$ cat config.mk
export PLATFORM = sky130hd
export DESIGN_NAME = lin_uart
export DESIGN_NICKNAME = d
export VERILOG_FILES = /design/src/common/lin_uart_pkg.sv /design/src/hw/lin_uart.sv
export SDC_FILE = /design/constraint.sdc
export NUM_CORES = 1
export LEC_CHECK = 0
export BUFFER_PORTS_ARGS = -buffer_cell sky130_fd_sc_hd__buf_4
export CAP_MARGIN = 20
export CORE_UTILIZATION = 47
export DETAILED_ROUTE_END_ITERATION = 10
export HOLD_SLACK_MARGIN = 0.08
export PLACE_DENSITY = 0.68
export SYNTH_ARGS = -nofsm -noshare
export SYNTH_HDL_FRONTEND = slang
export SYNTH_SLANG_ARGS = --single-unit
$ cat constraint.sdc
create_clock -name clk_sys -period 4 [get_ports clk_sys]
set_input_delay 0.4 -clock clk_sys [delete_from_list [all_inputs] [get_ports clk_sys]]
set_output_delay 0.4 -clock clk_sys [all_outputs]
set_load 0.05 [all_outputs]
$ cat src/common/lin_uart_pkg.sv
// package: register map, field positions and timing constants
package lin_uart_pkg;
   localparam int ADDR_W = 8;
   localparam logic [7:0] OFS_BAUD_CTRL = 8'h00;
   localparam logic [7:0] OFS_TX_CTRL = 8'h04;
   localparam logic [7:0] OFS_RX_CTRL = 8'h08;
   localparam logic [7:0] OFS_DIV_LO = 8'h0C;
   localparam logic [7:0] OFS_DIV_HI = 8'h10;
   localparam logic [7:0] OFS_TX_DATA = 8'h14;
   localparam logic [7:0] OFS_RX_DATA = 8'h18;
   localparam logic [7:0] OFS_FLAGS = 8'h1C;
   localparam int BC_AUTOBAUD = 0;
   localparam int BC_WAKE = 1;
   localparam int BC_DIV16 = 3;
   localparam int BC_RX_IDLE = 6;
   localparam int BC_OVF = 7;
   localparam int TC_SHIFT_EMPTY = 1;
   localparam int TC_HIGH_SPEED = 2;
   localparam int TC_SEND_BREAK = 3;
   localparam int TC_SYNC = 4;
   localparam int TC_TX_EN = 5;
   localparam int RC_FRAMING_ERROR_FLAG = 2;
   localparam int RC_RX_EN = 4;
   localparam int RC_PORT_EN = 7;
   localparam int FL_RX = 0;
   localparam int FL_TXE = 1;
   localparam logic [15:0] RST_DIVISOR = 16'h0000;
   localparam logic [7:0] RST_BYTE = 8'h00;
   localparam logic [8:0] BASE_MASK_SLOW = 9'h03F;
   localparam logic [8:0] BASE_MASK_MID = 9'h00F;
   localparam logic [8:0] BASE_MASK_FAST = 9'h003;
   localparam logic [8:0] ABD_MASK_SLOW = 9'h1FF;
   localparam logic [8:0] ABD_MASK_MID = 9'h07F;
   localparam logic [8:0] ABD_MASK_FAST = 9'h01F;
   localparam logic [3:0] CHAR_FRAME_BITS = 4'hA;
   localparam logic [3:0] BREAK_FRAME_BITS = 4'hE;
   localparam logic [2:0] ABD_LAST_RISE = 3'h3;
   localparam logic [1:0] RESP_OKAY = 2'h0;
   localparam logic [1:0] RESP_SLVERR = 2'h2;
endpackage

$ cat src/hw/lin_uart.sv
`timescale 1ns/1ps
// lin_uart: auto-baud, wake-on-break and break transmit behind axi4-lite
module lin_uart
   import lin_uart_pkg::*;
(
   input wire logic clk_sys,
   input wire logic reset_n,
   input wire logic [ADDR_W-1:0] awaddr,
   input wire logic awvalid,
   output logic awready,
   input wire logic [31:0] wdata,
   input wire logic [3:0] wstrb,
   input wire logic wvalid,
   output logic wready,
   output logic [1:0] bresp,
   output logic bvalid,
   input wire logic bready,
   input wire logic [ADDR_W-1:0] araddr,
   input wire logic arvalid,
   output logic arready,
   output logic [31:0] rdata,
   output logic [1:0] rresp,
   output logic rvalid,
   input wire logic rready,
   input wire logic receive_line,
   output logic tx_line,
   output logic rx_interrupt_flag,
   output logic tx_buffer_empty_flag
);

////////////////////////////////////////////////////////////////////////////
typedef enum logic [3:0]
{
   AB_IDLE = 4'b0001,
   AB_START = 4'b0010,
   AB_FIRST = 4'b0100,
   AB_COUNT = 4'b1000
} ab_state_t;

typedef enum logic [1:0]
{
   WK_WATCH = 2'b01,
   WK_LOW = 2'b10
} wk_state_t;

typedef enum logic [3:0]
{
   RX_IDLE = 4'b0001,
   RX_START = 4'b0010,
   RX_DATA = 4'b0100,
   RX_STOP = 4'b1000
} rx_state_t;

typedef enum logic [1:0]
{
   TX_IDLE = 2'b01,
   TX_SHIFT = 2'b10
} tx_state_t;

typedef struct packed
{
   logic awready;
   logic wready;
   logic bvalid;
   logic [1:0] bresp;
   logic arready;
   logic rvalid;
   logic [31:0] rdata;
   logic [1:0] rresp;
   logic aw_got;
   logic w_got;
   logic [7:0] waddr;
   logic [7:0] wbyte;
   logic wlane;
   logic rx_s1;
   logic rx_s2;
   logic rx_s3;
   logic [8:0] pre;
   logic ab_en;
   logic wake_en;
   logic div16;
   logic hspeed;
   logic send_brk;
   logic sync_mode;
   logic tx_en;
   logic port_en;
   logic rx_en;
   logic ovf;
   logic [15:0] div;
   logic rx_flag;
   logic framing_error_flag;
   logic [7:0] rx_data;
   ab_state_t ab_st;
   logic [15:0] ab_cnt;
   logic [2:0] ab_rises;
   wk_state_t wk_st;
   rx_state_t rx_st;
   logic [16:0] rx_cnt;
   logic [2:0] rx_bit;
   logic [7:0] rx_sh;
   tx_state_t tx_st;
   logic [13:0] tx_sh;
   logic [3:0] tx_bits;
   logic [16:0] tx_cnt;
   logic tx_brk;
   logic [7:0] txbuf;
   logic txbuf_full;
   logic tx_line;
} state_t;

state_t s_q;
state_t s_d;
logic rise;
logic fall;
logic base_tick;
logic abd_tick;
logic [8:0] base_mask;
logic [8:0] abd_mask;
logic [15:0] eff_div;
logic [16:0] bit_len;
logic [16:0] half_len;
logic rx_on;
logic ar_fire;
logic wr_fire;
logic [32:0] rd_res;
logic [7:0] wr_ofs;
logic ab_wrap;

////////////////////////////////////////////////////////////////////////////
// edges only from the second and third stages; first stage feeds nothing else
assign rise = s_q.rx_s2 & ~s_q.rx_s3;
assign fall = ~s_q.rx_s2 & s_q.rx_s3;

// base clock /64, /16, /16, /4; auto-baud clock eight times slower
always_comb
begin
   case ({s_q.div16, s_q.hspeed})
      2'b00:
      begin
         base_mask = BASE_MASK_SLOW;
         abd_mask = ABD_MASK_SLOW;
      end
      2'b11:
      begin
         base_mask = BASE_MASK_FAST;
         abd_mask = ABD_MASK_FAST;
      end
      default:
      begin
         base_mask = BASE_MASK_MID;
         abd_mask = ABD_MASK_MID;
      end
   endcase
end

assign base_tick = (s_q.pre & base_mask) == base_mask;
assign abd_tick = (s_q.pre & abd_mask) == abd_mask;
assign eff_div = s_q.div16 ? s_q.div : {8'h00, s_q.div[7:0]};
assign bit_len = {1'b0, eff_div} + 17'h00001;
assign half_len = (bit_len[16:1] == 16'h0000) ? 17'h00001
                  : {1'b0, bit_len[16:1]};
// auto-baud and wake both hold the receiver idle
assign rx_on = s_q.port_en & s_q.rx_en & ~s_q.sync_mode
               & ~s_q.ab_en & ~s_q.wake_en;
assign ar_fire = arvalid & s_q.arready;
assign wr_fire = s_q.aw_got & s_q.w_got & ~s_q.bvalid;
assign wr_ofs = {s_q.waddr[7:2], 2'b00};
// a wrap in the cycle of a clearing write still sets the overflow bit
assign ab_wrap = (s_q.ab_st == AB_COUNT) && abd_tick
                 && (s_q.ab_cnt == 16'hFFFF);

function automatic logic [32:0] read_reg(input state_t s,
                                         input logic [7:0] a);
   logic [7:0] v;
   logic ok;
   v = RST_BYTE;
   ok = 1'b1;
   case ({a[7:2], 2'b00})
      OFS_BAUD_CTRL:
      begin
         v[BC_AUTOBAUD] = s.ab_en;
         v[BC_WAKE] = s.wake_en;
         v[BC_DIV16] = s.div16;
         v[BC_RX_IDLE] = s.rx_st == RX_IDLE;
         v[BC_OVF] = s.ovf;
      end
      OFS_TX_CTRL:
      begin
         v[TC_SHIFT_EMPTY] = s.tx_st == TX_IDLE;
         v[TC_HIGH_SPEED] = s.hspeed;
         v[TC_SEND_BREAK] = s.send_brk;
         v[TC_SYNC] = s.sync_mode;
         v[TC_TX_EN] = s.tx_en;
      end
      OFS_RX_CTRL:
      begin
         v[RC_FRAMING_ERROR_FLAG] = s.framing_error_flag;
         v[RC_RX_EN] = s.rx_en;
         v[RC_PORT_EN] = s.port_en;
      end
      OFS_DIV_LO: v = s.div[7:0];
      OFS_DIV_HI: v = s.div[15:8];
      OFS_TX_DATA: v = RST_BYTE;
      OFS_RX_DATA: v = s.rx_data;
      OFS_FLAGS:
      begin
         v[FL_RX] = s.rx_flag;
         v[FL_TXE] = ~s.txbuf_full;
      end
      default: ok = 1'b0;
   endcase
   return {ok, 24'h000000, v};
endfunction

assign rd_res = read_reg(s_q, araddr);

////////////////////////////////////////////////////////////////////////////
always_comb
begin
   s_d = s_q;
   s_d.rx_s1 = receive_line;
   s_d.rx_s2 = s_q.rx_s1;
   s_d.rx_s3 = s_q.rx_s2;
   s_d.pre = s_q.pre + 9'h001;

   // bus read channel; data read clears the flag, a set below still wins
   if (ar_fire)
   begin
      s_d.arready = 1'b0;
      s_d.rvalid = 1'b1;
      s_d.rdata = rd_res[31:0];
      s_d.rresp = rd_res[32] ? RESP_OKAY : RESP_SLVERR;
      if ({araddr[7:2], 2'b00} == OFS_RX_DATA)
         s_d.rx_flag = 1'b0;
   end
   if (s_q.rvalid && rready)
   begin
      s_d.rvalid = 1'b0;
      s_d.arready = 1'b1;
   end

   // bus write channels, taken in either order
   if (awvalid && s_q.awready)
   begin
      s_d.awready = 1'b0;
      s_d.aw_got = 1'b1;
      s_d.waddr = awaddr;
   end
   if (wvalid && s_q.wready)
   begin
      s_d.wready = 1'b0;
      s_d.w_got = 1'b1;
      s_d.wbyte = wdata[7:0];
      s_d.wlane = wstrb[0];
   end
   if (s_q.bvalid && bready)
   begin
      s_d.bvalid = 1'b0;
      s_d.awready = 1'b1;
      s_d.wready = 1'b1;
   end

   ////////////////////////////////////////////////////////////////////////
   // auto-baud: line edges time the divisor pair as one 16-bit counter
   case (s_q.ab_st)
      AB_IDLE:
         // with wake also set, wait for the break to end first
         if (s_q.ab_en && !s_q.wake_en)
            s_d.ab_st = AB_START;
      AB_START:
         if (fall)
            s_d.ab_st = AB_FIRST;
      AB_FIRST:
         if (rise)
         begin
            s_d.ab_st = AB_COUNT;
            s_d.ab_cnt = RST_DIVISOR;
            s_d.ab_rises = 3'h0;
         end
      AB_COUNT:
      begin
         if (abd_tick)
         begin
            s_d.ab_cnt = s_q.ab_cnt + 16'h0001;
            if (s_q.ab_cnt == 16'hFFFF)
               s_d.ovf = 1'b1;
         end
         if (rise)
         begin
            s_d.ab_rises = s_q.ab_rises + 3'h1;
            if (s_q.ab_rises == ABD_LAST_RISE)
            begin
               // eight bits at 1/8 rate: one bit time in base ticks
               s_d.div = s_d.ab_cnt;
               s_d.ab_en = 1'b0;
               s_d.rx_flag = 1'b1;
               s_d.ab_st = AB_IDLE;
            end
         end
      end
      default: s_d.ab_st = AB_IDLE;
   endcase
   if (!s_q.ab_en)
      s_d.ab_st = AB_IDLE;

   // wake-on-break, asynchronous mode only
   case (s_q.wk_st)
      WK_WATCH:
         if (s_q.wake_en && !s_q.sync_mode && fall)
         begin
            s_d.rx_flag = 1'b1;
            s_d.wk_st = WK_LOW;
         end
      WK_LOW:
         if (rise)
         begin
            s_d.wake_en = 1'b0;
            s_d.wk_st = WK_WATCH;
         end
      default: s_d.wk_st = WK_WATCH;
   endcase
   if (!s_q.wake_en || s_q.sync_mode)
      s_d.wk_st = WK_WATCH;

   ////////////////////////////////////////////////////////////////////////
   // receiver, sampling mid-bit; a break lands as 00h with framing error
   if (base_tick && s_q.rx_st != RX_IDLE)
      s_d.rx_cnt = s_q.rx_cnt - 17'h00001;
   case (s_q.rx_st)
      RX_IDLE:
         if (rx_on && fall)
         begin
            s_d.rx_st = RX_START;
            s_d.rx_cnt = half_len;
         end
      RX_START:
         if (base_tick && s_q.rx_cnt == 17'h00001)
         begin
            s_d.rx_cnt = bit_len;
            s_d.rx_bit = 3'h0;
            s_d.rx_st = s_q.rx_s2 ? RX_IDLE : RX_DATA;
         end
      RX_DATA:
         if (base_tick && s_q.rx_cnt == 17'h00001)
         begin
            s_d.rx_cnt = bit_len;
            s_d.rx_sh = {s_q.rx_s2, s_q.rx_sh[7:1]};
            s_d.rx_bit = s_q.rx_bit + 3'h1;
            if (s_q.rx_bit == 3'h7)
               s_d.rx_st = RX_STOP;
         end
      RX_STOP:
         if (base_tick && s_q.rx_cnt == 17'h00001)
         begin
            s_d.rx_data = s_q.rx_sh;
            s_d.framing_error_flag = ~s_q.rx_s2;
            s_d.rx_flag = 1'b1;
            s_d.rx_st = RX_IDLE;
         end
      default: s_d.rx_st = RX_IDLE;
   endcase
   // wake or auto-baud mid-frame drops the partial character
   if (!rx_on)
      s_d.rx_st = RX_IDLE;

   ////////////////////////////////////////////////////////////////////////
   // transmitter; break decided at load so a preloaded byte goes normally
   case (s_q.tx_st)
      TX_IDLE:
         if (s_q.txbuf_full && s_q.tx_en)
         begin
            s_d.txbuf_full = 1'b0;
            s_d.tx_st = TX_SHIFT;
            s_d.tx_cnt = bit_len;
            s_d.tx_brk = s_q.send_brk;
            if (s_q.send_brk)
            begin
               s_d.tx_sh = {1'b1, 13'h0000};
               s_d.tx_bits = BREAK_FRAME_BITS;
            end
            else
            begin
               s_d.tx_sh = {5'h1F, s_q.txbuf, 1'b0};
               s_d.tx_bits = CHAR_FRAME_BITS;
            end
         end
      TX_SHIFT:
      begin
         if (base_tick)
            s_d.tx_cnt = s_q.tx_cnt - 17'h00001;
         if (base_tick && s_q.tx_cnt == 17'h00001)
         begin
            s_d.tx_cnt = bit_len;
            s_d.tx_sh = {1'b1, s_q.tx_sh[13:1]};
            s_d.tx_bits = s_q.tx_bits - 4'h1;
            if (s_q.tx_bits == 4'h1)
            begin
               s_d.tx_st = TX_IDLE;
               if (s_q.tx_brk)
                  s_d.send_brk = 1'b0;
            end
         end
      end
      default: s_d.tx_st = TX_IDLE;
   endcase
   if (!s_q.tx_en)
      s_d.tx_st = TX_IDLE;

   ////////////////////////////////////////////////////////////////////////
   // register writes, low byte lane only
   if (wr_fire)
   begin
      s_d.aw_got = 1'b0;
      s_d.w_got = 1'b0;
      s_d.bvalid = 1'b1;
      s_d.bresp = RESP_OKAY;
      if (s_q.wlane)
      begin
         case (wr_ofs)
            OFS_BAUD_CTRL:
            begin
               s_d.ab_en = s_q.wbyte[BC_AUTOBAUD];
               s_d.wake_en = s_q.wbyte[BC_WAKE];
               s_d.div16 = s_q.wbyte[BC_DIV16];
               s_d.ovf = (s_q.wbyte[BC_OVF] & s_q.ovf) | ab_wrap;
            end
            OFS_TX_CTRL:
            begin
               s_d.hspeed = s_q.wbyte[TC_HIGH_SPEED];
               s_d.send_brk = s_q.wbyte[TC_SEND_BREAK];
               s_d.sync_mode = s_q.wbyte[TC_SYNC];
               s_d.tx_en = s_q.wbyte[TC_TX_EN];
            end
            OFS_RX_CTRL:
            begin
               s_d.rx_en = s_q.wbyte[RC_RX_EN];
               s_d.port_en = s_q.wbyte[RC_PORT_EN];
            end
            OFS_DIV_LO: s_d.div[7:0] = s_q.wbyte;
            OFS_DIV_HI: s_d.div[15:8] = s_q.wbyte;
            OFS_TX_DATA:
               // ignored with transmit off; value unused for a break
               if (s_q.tx_en)
               begin
                  s_d.txbuf = s_q.wbyte;
                  s_d.txbuf_full = 1'b1;
               end
            OFS_RX_DATA,
            OFS_FLAGS:
               s_d.bresp = RESP_OKAY;
            default: s_d.bresp = RESP_SLVERR;
         endcase
      end
      else if (wr_ofs > OFS_FLAGS)
         s_d.bresp = RESP_SLVERR;
   end

   s_d.tx_line = (s_d.tx_st == TX_SHIFT) ? s_d.tx_sh[0] : 1'b1;
end

////////////////////////////////////////////////////////////////////////////
always_ff @(posedge clk_sys or negedge reset_n)
begin
   if (!reset_n)
   begin
      s_q <= '0;
      s_q.awready <= 1'b1;
      s_q.wready <= 1'b1;
      s_q.arready <= 1'b1;
      s_q.rx_s1 <= 1'b1;
      s_q.rx_s2 <= 1'b1;
      s_q.rx_s3 <= 1'b1;
      s_q.div <= RST_DIVISOR;
      s_q.ab_st <= AB_IDLE;
      s_q.wk_st <= WK_WATCH;
      s_q.rx_st <= RX_IDLE;
      s_q.tx_st <= TX_IDLE;
      s_q.tx_line <= 1'b1;
   end
   else
   begin
      s_q <= s_d;
   end
end

assign awready = s_q.awready;
assign wready = s_q.wready;
assign bvalid = s_q.bvalid;
assign bresp = s_q.bresp;
assign arready = s_q.arready;
assign rvalid = s_q.rvalid;
assign rdata = s_q.rdata;
assign rresp = s_q.rresp;
assign tx_line = s_q.tx_line;
assign rx_interrupt_flag = s_q.rx_flag;
assign tx_buffer_empty_flag = ~s_q.txbuf_full;

endmodule

=== Yosys cells after proc, flatten, opt, wreduce, memory -nomap -nowiden ===
Cells that the tools add are included.

* Add/sub/neg operators: 8
* Bitwise operators: 20
* Reduce and logical (&&, ||, !) cells: 47
* Multiplexer cells: 94
* Equality and inequality tests: 56
* Order comparisons: 1

{| class="wikitable"
|+ Operators by type and width
! operator !! count
|-
| two-way mux 17 bit || 5
|-
| one-hot mux 35 bit (2 select lines) || 1
|-
| two-way mux 26 bit || 2
|-
| one-hot mux 17 bit (3 select lines) || 1
|-
| equality test 6 x 3 -> 1 bit, second input constant || 8
|-
| two-way mux 16 bit || 3
|-
| two-way mux 38 bit || 1
|-
| one-hot mux 19 bit (2 select lines) || 1
|-
| two-way mux 37 bit || 1
|-
| two-way mux 36 bit || 1
|-
| two-way mux 4 bit || 9
|-
| equality test 17 x 1 -> 1 bit, second input constant || 2
|-
| subtractor 17 x 1 -> 17 bit, second input constant || 2
|-
| inequality test 3 bit, second input constant || 11
|-
| two-way mux 32 bit || 1
|-
| one-hot mux 4 bit (4 select lines) || 2
|-
| two-way mux 1 bit || 28
|-
| one-hot mux 1 bit (5 select lines) || 5
|-
| equality test 6 x 2 -> 1 bit, second input constant || 4
|-
| two-way mux 2 bit || 12
|-
| two-way mux 24 bit || 1
|-
| two-way mux 23 bit || 1
|-
| two-way mux 21 bit || 1
|-
| AND reduction 3 bit || 7
|-
| other kinds (47) || 116
|}

* Input bits: 60
* Register bits after elaboration: 189

=== Logic depth before layout (Yosys ltp) ===
Gate-level depths: netlist of the first run.

* Depth in word-level cells: 12
* Depth in mapped cells: 10

=== Worst setup path before layout of the first run ===
Ideal clock, no wire load.

* Kind: flip-flop to flip-flop
* From: register s_q[23] (netlist name)
* To: register s_q[18] (netlist name)
* Arrival: 2,325 ps
* Buffers on the path: 2
* Data required time: 3,879 ps
* Setup time: 121 ps
* Period minus slack after synthesis: 2,446 ps
* Path slack: 1,554 ps
* Stages on the path, launching flop included: 8
* Path through: dfrtp_1 > or4_4 > or4_4 > o31ai_4 > buf_2 > buf_2 > o22ai_1 > a22o_1

* Word-level cells in the longest chain between the ends: 4
* Elaborated cells on any way between the ends: 6

{| class="wikitable"
|+ Ends and longest elaborated chain
! item !! RTL line !! source
|-
| start: declaration || lin_uart.sv:111 || <nowiki>state_t s_q;</nowiki>
|-
| equality test 17 x 1 -> 1 bit * || lin_uart.sv:391 || <nowiki>if (base_tick && s_q.tx_cnt == 17'h00001)</nowiki>
|-
| logical AND 1 bit * || lin_uart.sv:391 ||
|-
| inequality test 3 bit (no line) / two-way mux 37 bit (equally long branches) || n/a ||
|-
| AND reduction 3 bit (no line) / one-hot mux 35 bit (2 select lines) (equally long branches) || n/a ||
|}

Every way passes the cells marked *; elsewhere a longest branch is shown, timed or not. The select of a mux whose other input is x is not followed.
A chain may end at the register's enable or synchronous reset.

=== Worst setup path in the final report of the first run ===
* From: register s_q[65] (netlist name)
* To: register s_q[109] (netlist name)

* Word-level cells in the longest chain between the ends: 3

{| class="wikitable"
|+ Ends and longest elaborated chain
! item !! RTL line !! source
|-
| equality test 17 x 1 -> 1 bit || lin_uart.sv:353 || <nowiki>if (base_tick && s_q.rx_cnt == 17'h00001)</nowiki>
|-
| logical AND 1 bit || lin_uart.sv:353 ||
|-
| AND reduction 2 bit (no line) || n/a ||
|}

Every way passes these cells.

==> results_dict.tcl, run 1 <==
set metrics [dict create \
    die_y_um 149.9 \
    crit_type "reg -> reg" \
    first_pass_detailed_route_iteration_total 5 \
    route.vias.total 8067 \
    run_status "finished, final reports clean" \
    ys_types 74 \
    grt_first_pass_wirelength_um 39940 \
    filler_cell_count 1961 \
    post_synth_instance_area_mm2 0.01027 \
    cts.sink_count 185 \
    seq_area_frac_synth 0.4519 \
    post_dp_cell_area_mm2 0.01065 \
    async_reset_ff_frac 1.000 \
    boundaryPins 104 \
    finalSetupTns_ps 0 \
    hold_path_depth 2 \
    grt_remaining_overflow 0 \
    timing.fmax_mhz 334.8 \
    crit_path_max_fanout 11 \
    cap_violations 0 \
    finalSetupViolCount 0 \
    root_buffer "sky130_fd_sc_hd__clkbuf_16" \
    period_minus_slack_ps 2987 \
    placement.io_buffers 46 \
    final_common_cell "sky130_fd_sc_hd__dfrtp_1" \
    ys_seq_elements 185 \
    die_width_um 149.9 \
    avgViaCountPerCell 5.910 \
    cp_slowest_stage_delay_ps 610 \
    fin_area_mm2 0.01123 \
    number_of_levels_the_h_tree_was_split_into 4 \
    pre_cts_slack_ps 1062 \
    post_synthesis_cells 1071 \
    first_global_vias 7541 \
    grt_use_total 0.2265 \
    routed_wire_per_std_cell_um 17.71 \
    cts.path.max_buffers 2 \
    final_critical_path_share_of_the_clock_period 0.7468 \
    finish.cell_count_without_fillers 1365 \
    ys.warnings.count 0 \
    numPlacedInstances 1332 \
    irDropWorstVdd_uv 305.9 \
    regMostFlops "s_q" \
    timing.critical_path.slowest_stage_cell "sky130_fd_sc_hd__or4_1" \
    rows 53 \
    commonest_cells_after_routing_fill_and_taps_aside "sky130_fd_sc_hd__dfrtp_1, sky130_fd_sc_hd__nand2_1, sky130_fd_sc_hd__o21ai_0, sky130_fd_sc_hd__nor2_1, sky130_fd_sc_hd__buf_4" \
    antenna_cells_inserted 0 \
    largest_register_ffs 166 \
    drc_errors 0 \
    core_area_mm2 0.02122 \
    timing.critical_path.arrival_ps 3300 \
    critical_path_cell_count 5 \
    hold_path.class "in -> reg" \
    crit_path_end_kind "flip-flop" \
    leakagePower_nw 4.851 \
    max_slew_margin 0.3770 \
    numCtsBuffers 17 \
    tritoncts_clock_tree "yes" \
    hold_violations 0 \
    nNetsFinal 1153 \
    critical_path.top_delay_family "simple AND/OR/NAND/NOR gates" \
    maximum_number_of_pins_on_one_net_before_global_route_repair 96 \
    cp.buffers_inverters 0 \
    fin_worst_skew_ps 13.36 \
    fp.dieArea_mm2 0.02246 \
    drt_first_iter_violations 599 \
    worst_ep_required_time_ps 4320 \
    crit_path_cell_trace "or4_1, nor4_2, and3_1, nand4_1, mux2_2" \
    post-layout-total-power_mw 4.758 \
    antenna_found_initial 0 \
    grt_setup_unrepaired "false" \
    drive_above_1_share 0.1505 \
    final.setup.worst_slack_ps 1013 \
    synth_edf_count 0 \
    clkLatencyLatePin_ps 440 \
    startpoint_type "flip-flop" \
    max_slew.worst_pin.slew_ps 931.1 \
    power_density_relative_to_cell_area_mw_per_mm2 423.7 \
    route.antenna.remaining_nets 0 \
    clkSlewWorstSetupHoldPaths_ps 70 \
    dp.final_hpwl_um 16730 \
    initial_core_util 0.4842 \
    layout_overhead_on_the_synthesized_area_pct 9.291 \
    synthFlopType "sky130_fd_sc_hd__dfrtp_1" \
    maxSlewViolCount 0 \
    postSynthAreaPerCell_um2 9.594 \
    r2r_cells 5 \
    routabilityCongestion 0.8688 \
    detail_route.wirelength_um 24180 \
]
cell families after synthesis:
family,count (synthesis),share of synthesized area
compound gates,273,0.1775
mux,65,0.06941
xor+xnor,44,0.03751
buf+inv,125,0.06040
simple gates,363,0.1846
other cells,1,0.0003650
flops,185,0.4519
fa+ha+maj,15,0.01827
worst paths after layout:
path	startpoint	end	slack, ps
min	awvalid	awready	130
max reg2reg	s_q[65]	s_q[109]	1010
max	s_q[65]	s_q[109]	1010
min reg2reg	s_d[151]	s_d[150]	360
max in group asynchronous	reset_n	wready	2440
min in group asynchronous	reset_n	s_q[78]	590
metal layers:
layer  up-vias  part of all wire  track usage
met2       208              0.47       0.3558
met4         0             0.014      0.05960
met1      3957              0.47       0.3204
met3        24             0.041      0.04207
li1       3878                 -            -
met5         -                 0            0
final cells by class:
class / instances / area [um2] / area share
repair buffers: 56 / 444.2 / 0.03955
inverters: 32 / 120.1 / 0.01070
multi-input cells: 786 / 5115 / 0.4555
flip-flops and latches: 185 / 4643 / 0.4135
clock buffers: 17 / 425.4 / 0.03788
clock inverters: 14 / 137.6 / 0.01226
well taps: 275 / 344.1 / 0.03064
per-stage QoR:
step	hold WS (ps)	utilization
5_1_grt	120.9	0.5292
2_1_floorplan	104.4	-
3_3_place_gp	346.3	0.5017
4_1_cts	114.6	0.5292
6_report	129.4	0.5292
3_5_place_dp	346.8	0.5017
where the power goes:
group / internal [mW] / leakage [nW] / total (mW) / switching [mW]
registers: 2.06 / 2.48 / 2.37 / 0.301
clock network: 0.823 / 0.279 / 1.64 / 0.815
logic: 0.307 / 2.09 / 0.754 / 0.447
total: 3.19 / 4.85 / 4.76 / 1.56
synth_stat cells (all sizes together), types with 15 or more instances:
| master | n | share of area |
|---|---|---|
| nor3 | 26 | 0.013 |
| mux2 | 50 | 0.055 |
| dfrtp | 174 | 0.42 |
| xor2 | 17 | 0.014 |
| and3 | 15 | 0.0091 |
| ha | 15 | 0.018 |
| nand3 | 26 | 0.013 |
| a22o | 23 | 0.020 |
| inv | 32 | 0.012 |
| nand2 | 111 | 0.041 |
| o31ai | 17 | 0.014 |
| xnor2 | 27 | 0.023 |
| nor2 | 62 | 0.023 |
| a21oi | 34 | 0.017 |
| nor4 | 18 | 0.013 |
| a22oi | 15 | 0.011 |
| mux2i | 15 | 0.015 |
| buf | 46 | 0.032 |
| nand4 | 25 | 0.015 |
| o21ai | 95 | 0.046 |
| clkbuf | 47 | 0.017 |
what timing repair did:
action                                 4_1_cts  5_1_grt
setup buffers                                0        0
gates resized for setup                      0        0
hold buffers                                 2        0
endpoints found under the hold margin       24        0
Power figures use the tool's default switching activity.
==> run 2: changes to the inputs <==
==> constraint.sdc (replaced) <==
create_clock -name clk_sys -period 2.9 [get_ports clk_sys]
set_input_delay 0.29 -clock clk_sys [delete_from_list [all_inputs] [get_ports clk_sys]]
set_output_delay 0.29 -clock clk_sys [all_outputs]
set_load 0.05 [all_outputs]
==> run 2 against run 1 <==
  * Final cell count up 3.6%
  * Critical endpoint is now s_q[59]
  * Global-route usage grew 0.48 points
  * Via count is 3.1% higher
  * Total power up 41%
  * Design area is 3.9% higher
  * Largest power group unchanged
  * Critical path depth up 2
  * Sequential power rose by 36%
  * Flip-flop and latch count did not move
==> results_dict.tcl, run 2 (synthesized netlist as in run 1, its figures left out) <==
set metrics [dict create \
    run_status "finished, final reports clean" \
    timing.critical_path.arrival_ps 3010 \
    core_area_mm2 0.02122 \
    leakagePower_nw 5.091 \
    worst_ep_required_time_ps 3260 \
    clkSlewWorstSetupHoldPaths_ps 70 \
    clkLatencyLatePin_ps 440 \
    antenna_found_initial 0 \
    maximum_number_of_pins_on_one_net_before_global_route_repair 83 \
    regMostFlops "s_q" \
    crit_path_cell_trace "ha_1, nand3_1, o31a_1, o41ai_1, nand4_1, or4b_1, a21oi_1" \
    post-layout-total-power_mw 6.685 \
    drt_first_iter_violations 586 \
    boundaryPins 104 \
    route.vias.total 8320 \
    dp.final_hpwl_um 17490 \
    cts.sink_count 185 \
    grt_first_pass_wirelength_um 40660 \
    timing.critical_path.slowest_stage_cell "sky130_fd_sc_hd__or4b_1" \
    crit_type "reg -> reg" \
    finalSetupTns_ps 0 \
    antenna_cells_inserted 0 \
    crit_path_max_fanout 7 \
    drive_above_1_share 0.1730 \
    critical_path.top_delay_family "simple AND/OR/NAND/NOR gates" \
    rows 53 \
    hold_path.class "in -> reg" \
    timing.fmax_mhz 376.9 \
    tritoncts_clock_tree "yes" \
    finalSetupViolCount 0 \
    clk_pwr_share 0.343 \
    detail_route.wirelength_um 25050 \
    hold_violations 0 \
    final_critical_path_share_of_the_clock_period 0.9148 \
    die_width_um 149.9 \
    startpoint_type "flip-flop" \
    commonest_cells_after_routing_fill_and_taps_aside "sky130_fd_sc_hd__dfrtp_1, sky130_fd_sc_hd__nand2_1, sky130_fd_sc_hd__o21ai_0, sky130_fd_sc_hd__buf_4, sky130_fd_sc_hd__nor2_1" \
    fin_area_mm2 0.01166 \
    period_minus_slack_ps 2653 \
    final_common_cell "sky130_fd_sc_hd__dfrtp_1" \
    largest_register_ffs 166 \
    max_slew_margin 0.4891 \
    cap_violations 0 \
    first_pass_detailed_route_iteration_total 5 \
    nNetsFinal 1201 \
    grt_remaining_overflow 0 \
    cp.buffers_inverters 0 \
    cts-resized-gates 0 \
    cp_slowest_stage_delay_ps 550 \
    irDropWorstVdd_uv 396.2 \
    routed_wire_per_std_cell_um 17.71 \
    fin_worst_skew_ps 11.50 \
    switching_power_mw 2.187 \
    root_buffer "sky130_fd_sc_hd__clkbuf_16" \
    drc_errors 0 \
    post_dp_cell_area_mm2 0.01092 \
    grt_use_total 0.2313 \
    placement.io_buffers 46 \
    fp.dieArea_mm2 0.02246 \
    crit_path_end_kind "flip-flop" \
    route.antenna.remaining_nets 0 \
    cts.path.max_buffers 2 \
    max_slew.worst_pin.slew_ps 764.6 \
    die_y_um 149.9 \
    routabilityCongestion 0.8847 \
    maxSlewViolCount 0 \
    power.sequential.fraction 0.482 \
    avgViaCountPerCell 5.884 \
    hold_ws_ps 90.07 \
    grt_setup_unrepaired "false" \
    number_of_levels_the_h_tree_was_split_into 4 \
    initial_core_util 0.4842 \
    netSwitchingFraction 0.3272 \
    first_global_vias 7801 \
    final_util 0.5497 \
    share_of_total_power_in_combinational_logic 0.176 \
    power_density_relative_to_cell_area_mw_per_mm2 573.1 \
    layout_overhead_on_the_synthesized_area_pct 13.53 \
    numCtsBuffers 17 \
    power_report.internal_total_mw 4.498 \
]
[run 2: changes by cell type in the layout (fill, tap and decap cells not counted), moves of 2 or more]
cell / delta
sky130_fd_sc_hd__clkinv_2: -2
sky130_fd_sc_hd__inv_8: +2
sky130_fd_sc_hd__buf_4: +31
sky130_fd_sc_hd__buf_12: +2
sky130_fd_sc_hd__dlygate4sd3_1: +15
sky130_fd_sc_hd__clkinv_4: +2
sky130_fd_sc_hd__inv_6: -3
[run 2: path summary, 6_finish.rpt]
path | from | end | slack (ps) | cells after the start
setup reg to reg | s_q[116] | s_q[59] | 250 | 7
hold reg to reg | s_d[151] | s_d[150] | 360 | 0
setup / recovery | s_q[116] | s_q[59] | 250 | 7
max in group asynchronous | reset_n | s_q[101] | 1630 | 3
min in group asynchronous | reset_n | s_q[58] | 490 | 2
hold / removal | awaddr[2] | s_q[164] | 90 | 2
[run 2: repair_timing]
action | 4_1_cts | 5_1_grt
buffers inserted | 0 | 0
hold endpoints to repair | 89 | 3
hold buffers | 14 | 3
[run 2: cell type report]
type,instances,area [um2]
clock buffer,19,442.9
sequential,185,4643
inverter,32,120.1
clock inverter,13,132.6
fill,1921,9555
timing repair buffer,104,867.1
tap,275,344.1
multi-input combinational,786,5115
[run 2: metrics by stage]
step           setup WS [ps]  std cells
2_1_floorplan          454.2       1096
3_3_place_gp           347.6       1365
3_5_place_dp           328.1       1365
4_1_cts                299.1       1411
5_1_grt                112.6       1414
6_report               247.0       1414
[run 2: routing by layer]
layer | vias to the layer above | GRT usage | part of all wire
li1 | 3970 | - | -
met1 | 4130 | 0.3204 | 0.47
met2 | 200 | 0.3766 | 0.48
met3 | 20 | 0.03750 | 0.040
met4 | 0 | 0.05758 | 0.012
met5 | - | 0 | 0
[run 2: power groups by stage]
stage	Sequential [mW]	Combinational (mW)	Clock [mW]
5_1_grt	3.25	1.28	2.43
3_3_place_gp	3.26	1.13	0
6_report	3.22	1.17	2.29
3_5_place_dp	3.26	1.15	0
2_1_floorplan	3.16	0.814	0
4_1_cts	3.21	1.17	2.32
==> run 3: changes to the inputs <==
--- a/config.mk
+++ b/config.mk
@@ -11,6 +11,7 @@
 export DETAILED_ROUTE_END_ITERATION = 10
 export HOLD_SLACK_MARGIN = 0.08
 export PLACE_DENSITY = 0.68
+export REMOVE_ABC_BUFFERS = 1
 export SYNTH_ARGS = -nofsm -noshare
 export SYNTH_HDL_FRONTEND = slang
 export SYNTH_SLANG_ARGS = --single-unit
==> run 3 against run 2 <==
  * First-iteration DRC count grew 15%
  * Routed wire length fell by 0.72%
  * Clock power about the same
  * Clock skew is 6.4 ps higher
==> results_dict.tcl, run 3 (synthesized netlist as in run 1, its figures left out) <==
set metrics [dict create \
    cp_slowest_stage_delay_ps 680 \
    finalSetupViolCount 0 \
    max_slew.worst_pin.slew_ps 787.2 \
    root_buffer "sky130_fd_sc_hd__clkbuf_16" \
    critical_path_cell_count 6 \
    avgViaCountPerCell 5.901 \
    antenna_cells_inserted 0 \
    timing.critical_path.slowest_stage_cell "sky130_fd_sc_hd__or4b_2" \
    startpoint_type "flip-flop" \
    antenna_found_initial 0 \
    maxSlewViolCount 0 \
    cts.sink_count 185 \
    crit_path_end_kind "flip-flop" \
    numCtsBuffers 17 \
    worst_r2r_endpoint "s_q[59]" \
    rows 53 \
    cp.buffers_inverters 0 \
    filler_cell_count 1910 \
    cts.repair_timing.setup_buffer_count 0 \
    r2r-start "s_q[76]" \
    timing.fmax_mhz 380.3 \
    placement.io_buffers 46 \
    worst_setup_path_endpoint "s_q[59]" \
    hold_ws_ps 93.13 \
    worst_ep_required_time_ps 3210 \
    hold_violations 0 \
    core_area_mm2 0.02122 \
    post_dp_cell_area_mm2 0.01090 \
    cap_violations 0 \
    detail_route.wirelength_um 24870 \
    route.antenna.remaining_nets 0 \
    leakagePower_nw 5.100 \
    grt_use_total 0.2325 \
    tritoncts_clock_tree "yes" \
    die_y_um 149.9 \
    critical_path.top_delay_family "simple AND/OR/NAND/NOR gates" \
    nNetsFinal 1204 \
    final_common_cell "sky130_fd_sc_hd__dfrtp_1" \
    fin_area_mm2 0.01168 \
    first_pass_detailed_route_iteration_total 7 \
    largest_register_ffs 166 \
    setup_slack_on_the_worst_flop_to_flop_path_ps 270 \
    finish.cell_count_without_fillers 1417 \
    finalSetupTns_ps 0 \
    clkSlewWorstSetupHoldPaths_ps 70 \
    postCtsHoldBufs 19 \
    fp.dieArea_mm2 0.02246 \
    cts.path.max_buffers 2 \
    final_critical_path_share_of_the_clock_period 0.9068 \
    run_status "finished, final reports clean" \
    clkLatencyLatePin_ps 450 \
    dp.final_hpwl_um 17420 \
    layout_overhead_on_the_synthesized_area_pct 13.69 \
    grt_remaining_overflow 0 \
    routabilityCongestion 0.9046 \
    pre_cts_slack_ps 305.8 \
    r2r_cells 6 \
    cts-resized-gates 0 \
    initial_core_util 0.4842 \
    crit_path_max_fanout 12 \
    maximum_number_of_pins_on_one_net_before_global_route_repair 92 \
    drt_first_iter_violations 672 \
    crit_type "reg -> reg" \
    fin_worst_skew_ps 17.91 \
    final.setup.worst_slack_ps 270.2 \
    power_density_relative_to_cell_area_mw_per_mm2 572.7 \
    number_of_levels_the_h_tree_was_split_into 4 \
    drive_above_1_share 0.1708 \
    grt_setup_unrepaired "false" \
    crit_path_cell_trace "or4b_2, and4_1, xnor2_1, nor3_1, a2111oi_0, a21oi_1" \
    route.vias.total 8362 \
    die_width_um 149.9 \
    hold_path_depth 2 \
    irDropWorstVdd_uv 461.0 \
    regMostFlops "s_q" \
    routed_wire_per_std_cell_um 17.55 \
    first_global_vias 7836 \
    timing.critical_path.arrival_ps 2940 \
    numPlacedInstances 1364 \
    period_minus_slack_ps 2630 \
    commonest_cells_after_routing_fill_and_taps_aside "sky130_fd_sc_hd__dfrtp_1, sky130_fd_sc_hd__nand2_1, sky130_fd_sc_hd__o21ai_0, sky130_fd_sc_hd__buf_4, sky130_fd_sc_hd__nor2_1" \
    drc_errors 0 \
    setup.worst_path.start "s_q[76]" \
    max_slew_margin 0.4739 \
    grt_first_pass_wirelength_um 40740 \
    boundaryPins 104 \
    hold_path.class "in -> reg" \
]
## run 3: per-layer routing
metal | wire, um | global-route usage
met3 | 985 | 0.03567
met2 | 11880 | 0.3692
met5 | 0 | 0
met1 | 11340 | 0.3221
met4 | 667 | 0.08283
## run 3: final cells by class
cell class	count	area, um2	area share
tap	275	344.1	0.02946
inverter	32	120.1	0.01028
clock buffer	20	446.7	0.03824
clock inverter	12	125.1	0.01071
timing repair buffer	107	887.1	0.07594
sequential	185	4643	0.3975
multi-input combinational	786	5115	0.4379
## run 3: worst min-delay path by stage
stage	from	endpoint	slack, ps
after detailed placement	reset_n	s_q[48]	290
after global placement	reset_n	s_q[113]	290
after global routing	awaddr[3]	s_q[165]	80
final	awaddr[3]	s_q[165]	90
after floorplan	reset_n	bresp[1]	-6
after CTS	wdata[3]	s_q[157]	80
## run 3: power breakdown
group / internal (mW) / switching, mW
combinational: 0.484 / 0.686
sequential: 2.85 / 0.373
clock: 1.17 / 1.13
total: 4.50 / 2.19
## run 3: stage by stage
step / power [mW] / utilization
after global placement: 4.383 / 0.5136
after floorplan: 3.887 / -
final: 6.690 / 0.5505
after detailed placement: 4.407 / 0.5136
after CTS: 6.728 / 0.5495
after global routing: 6.973 / 0.5505
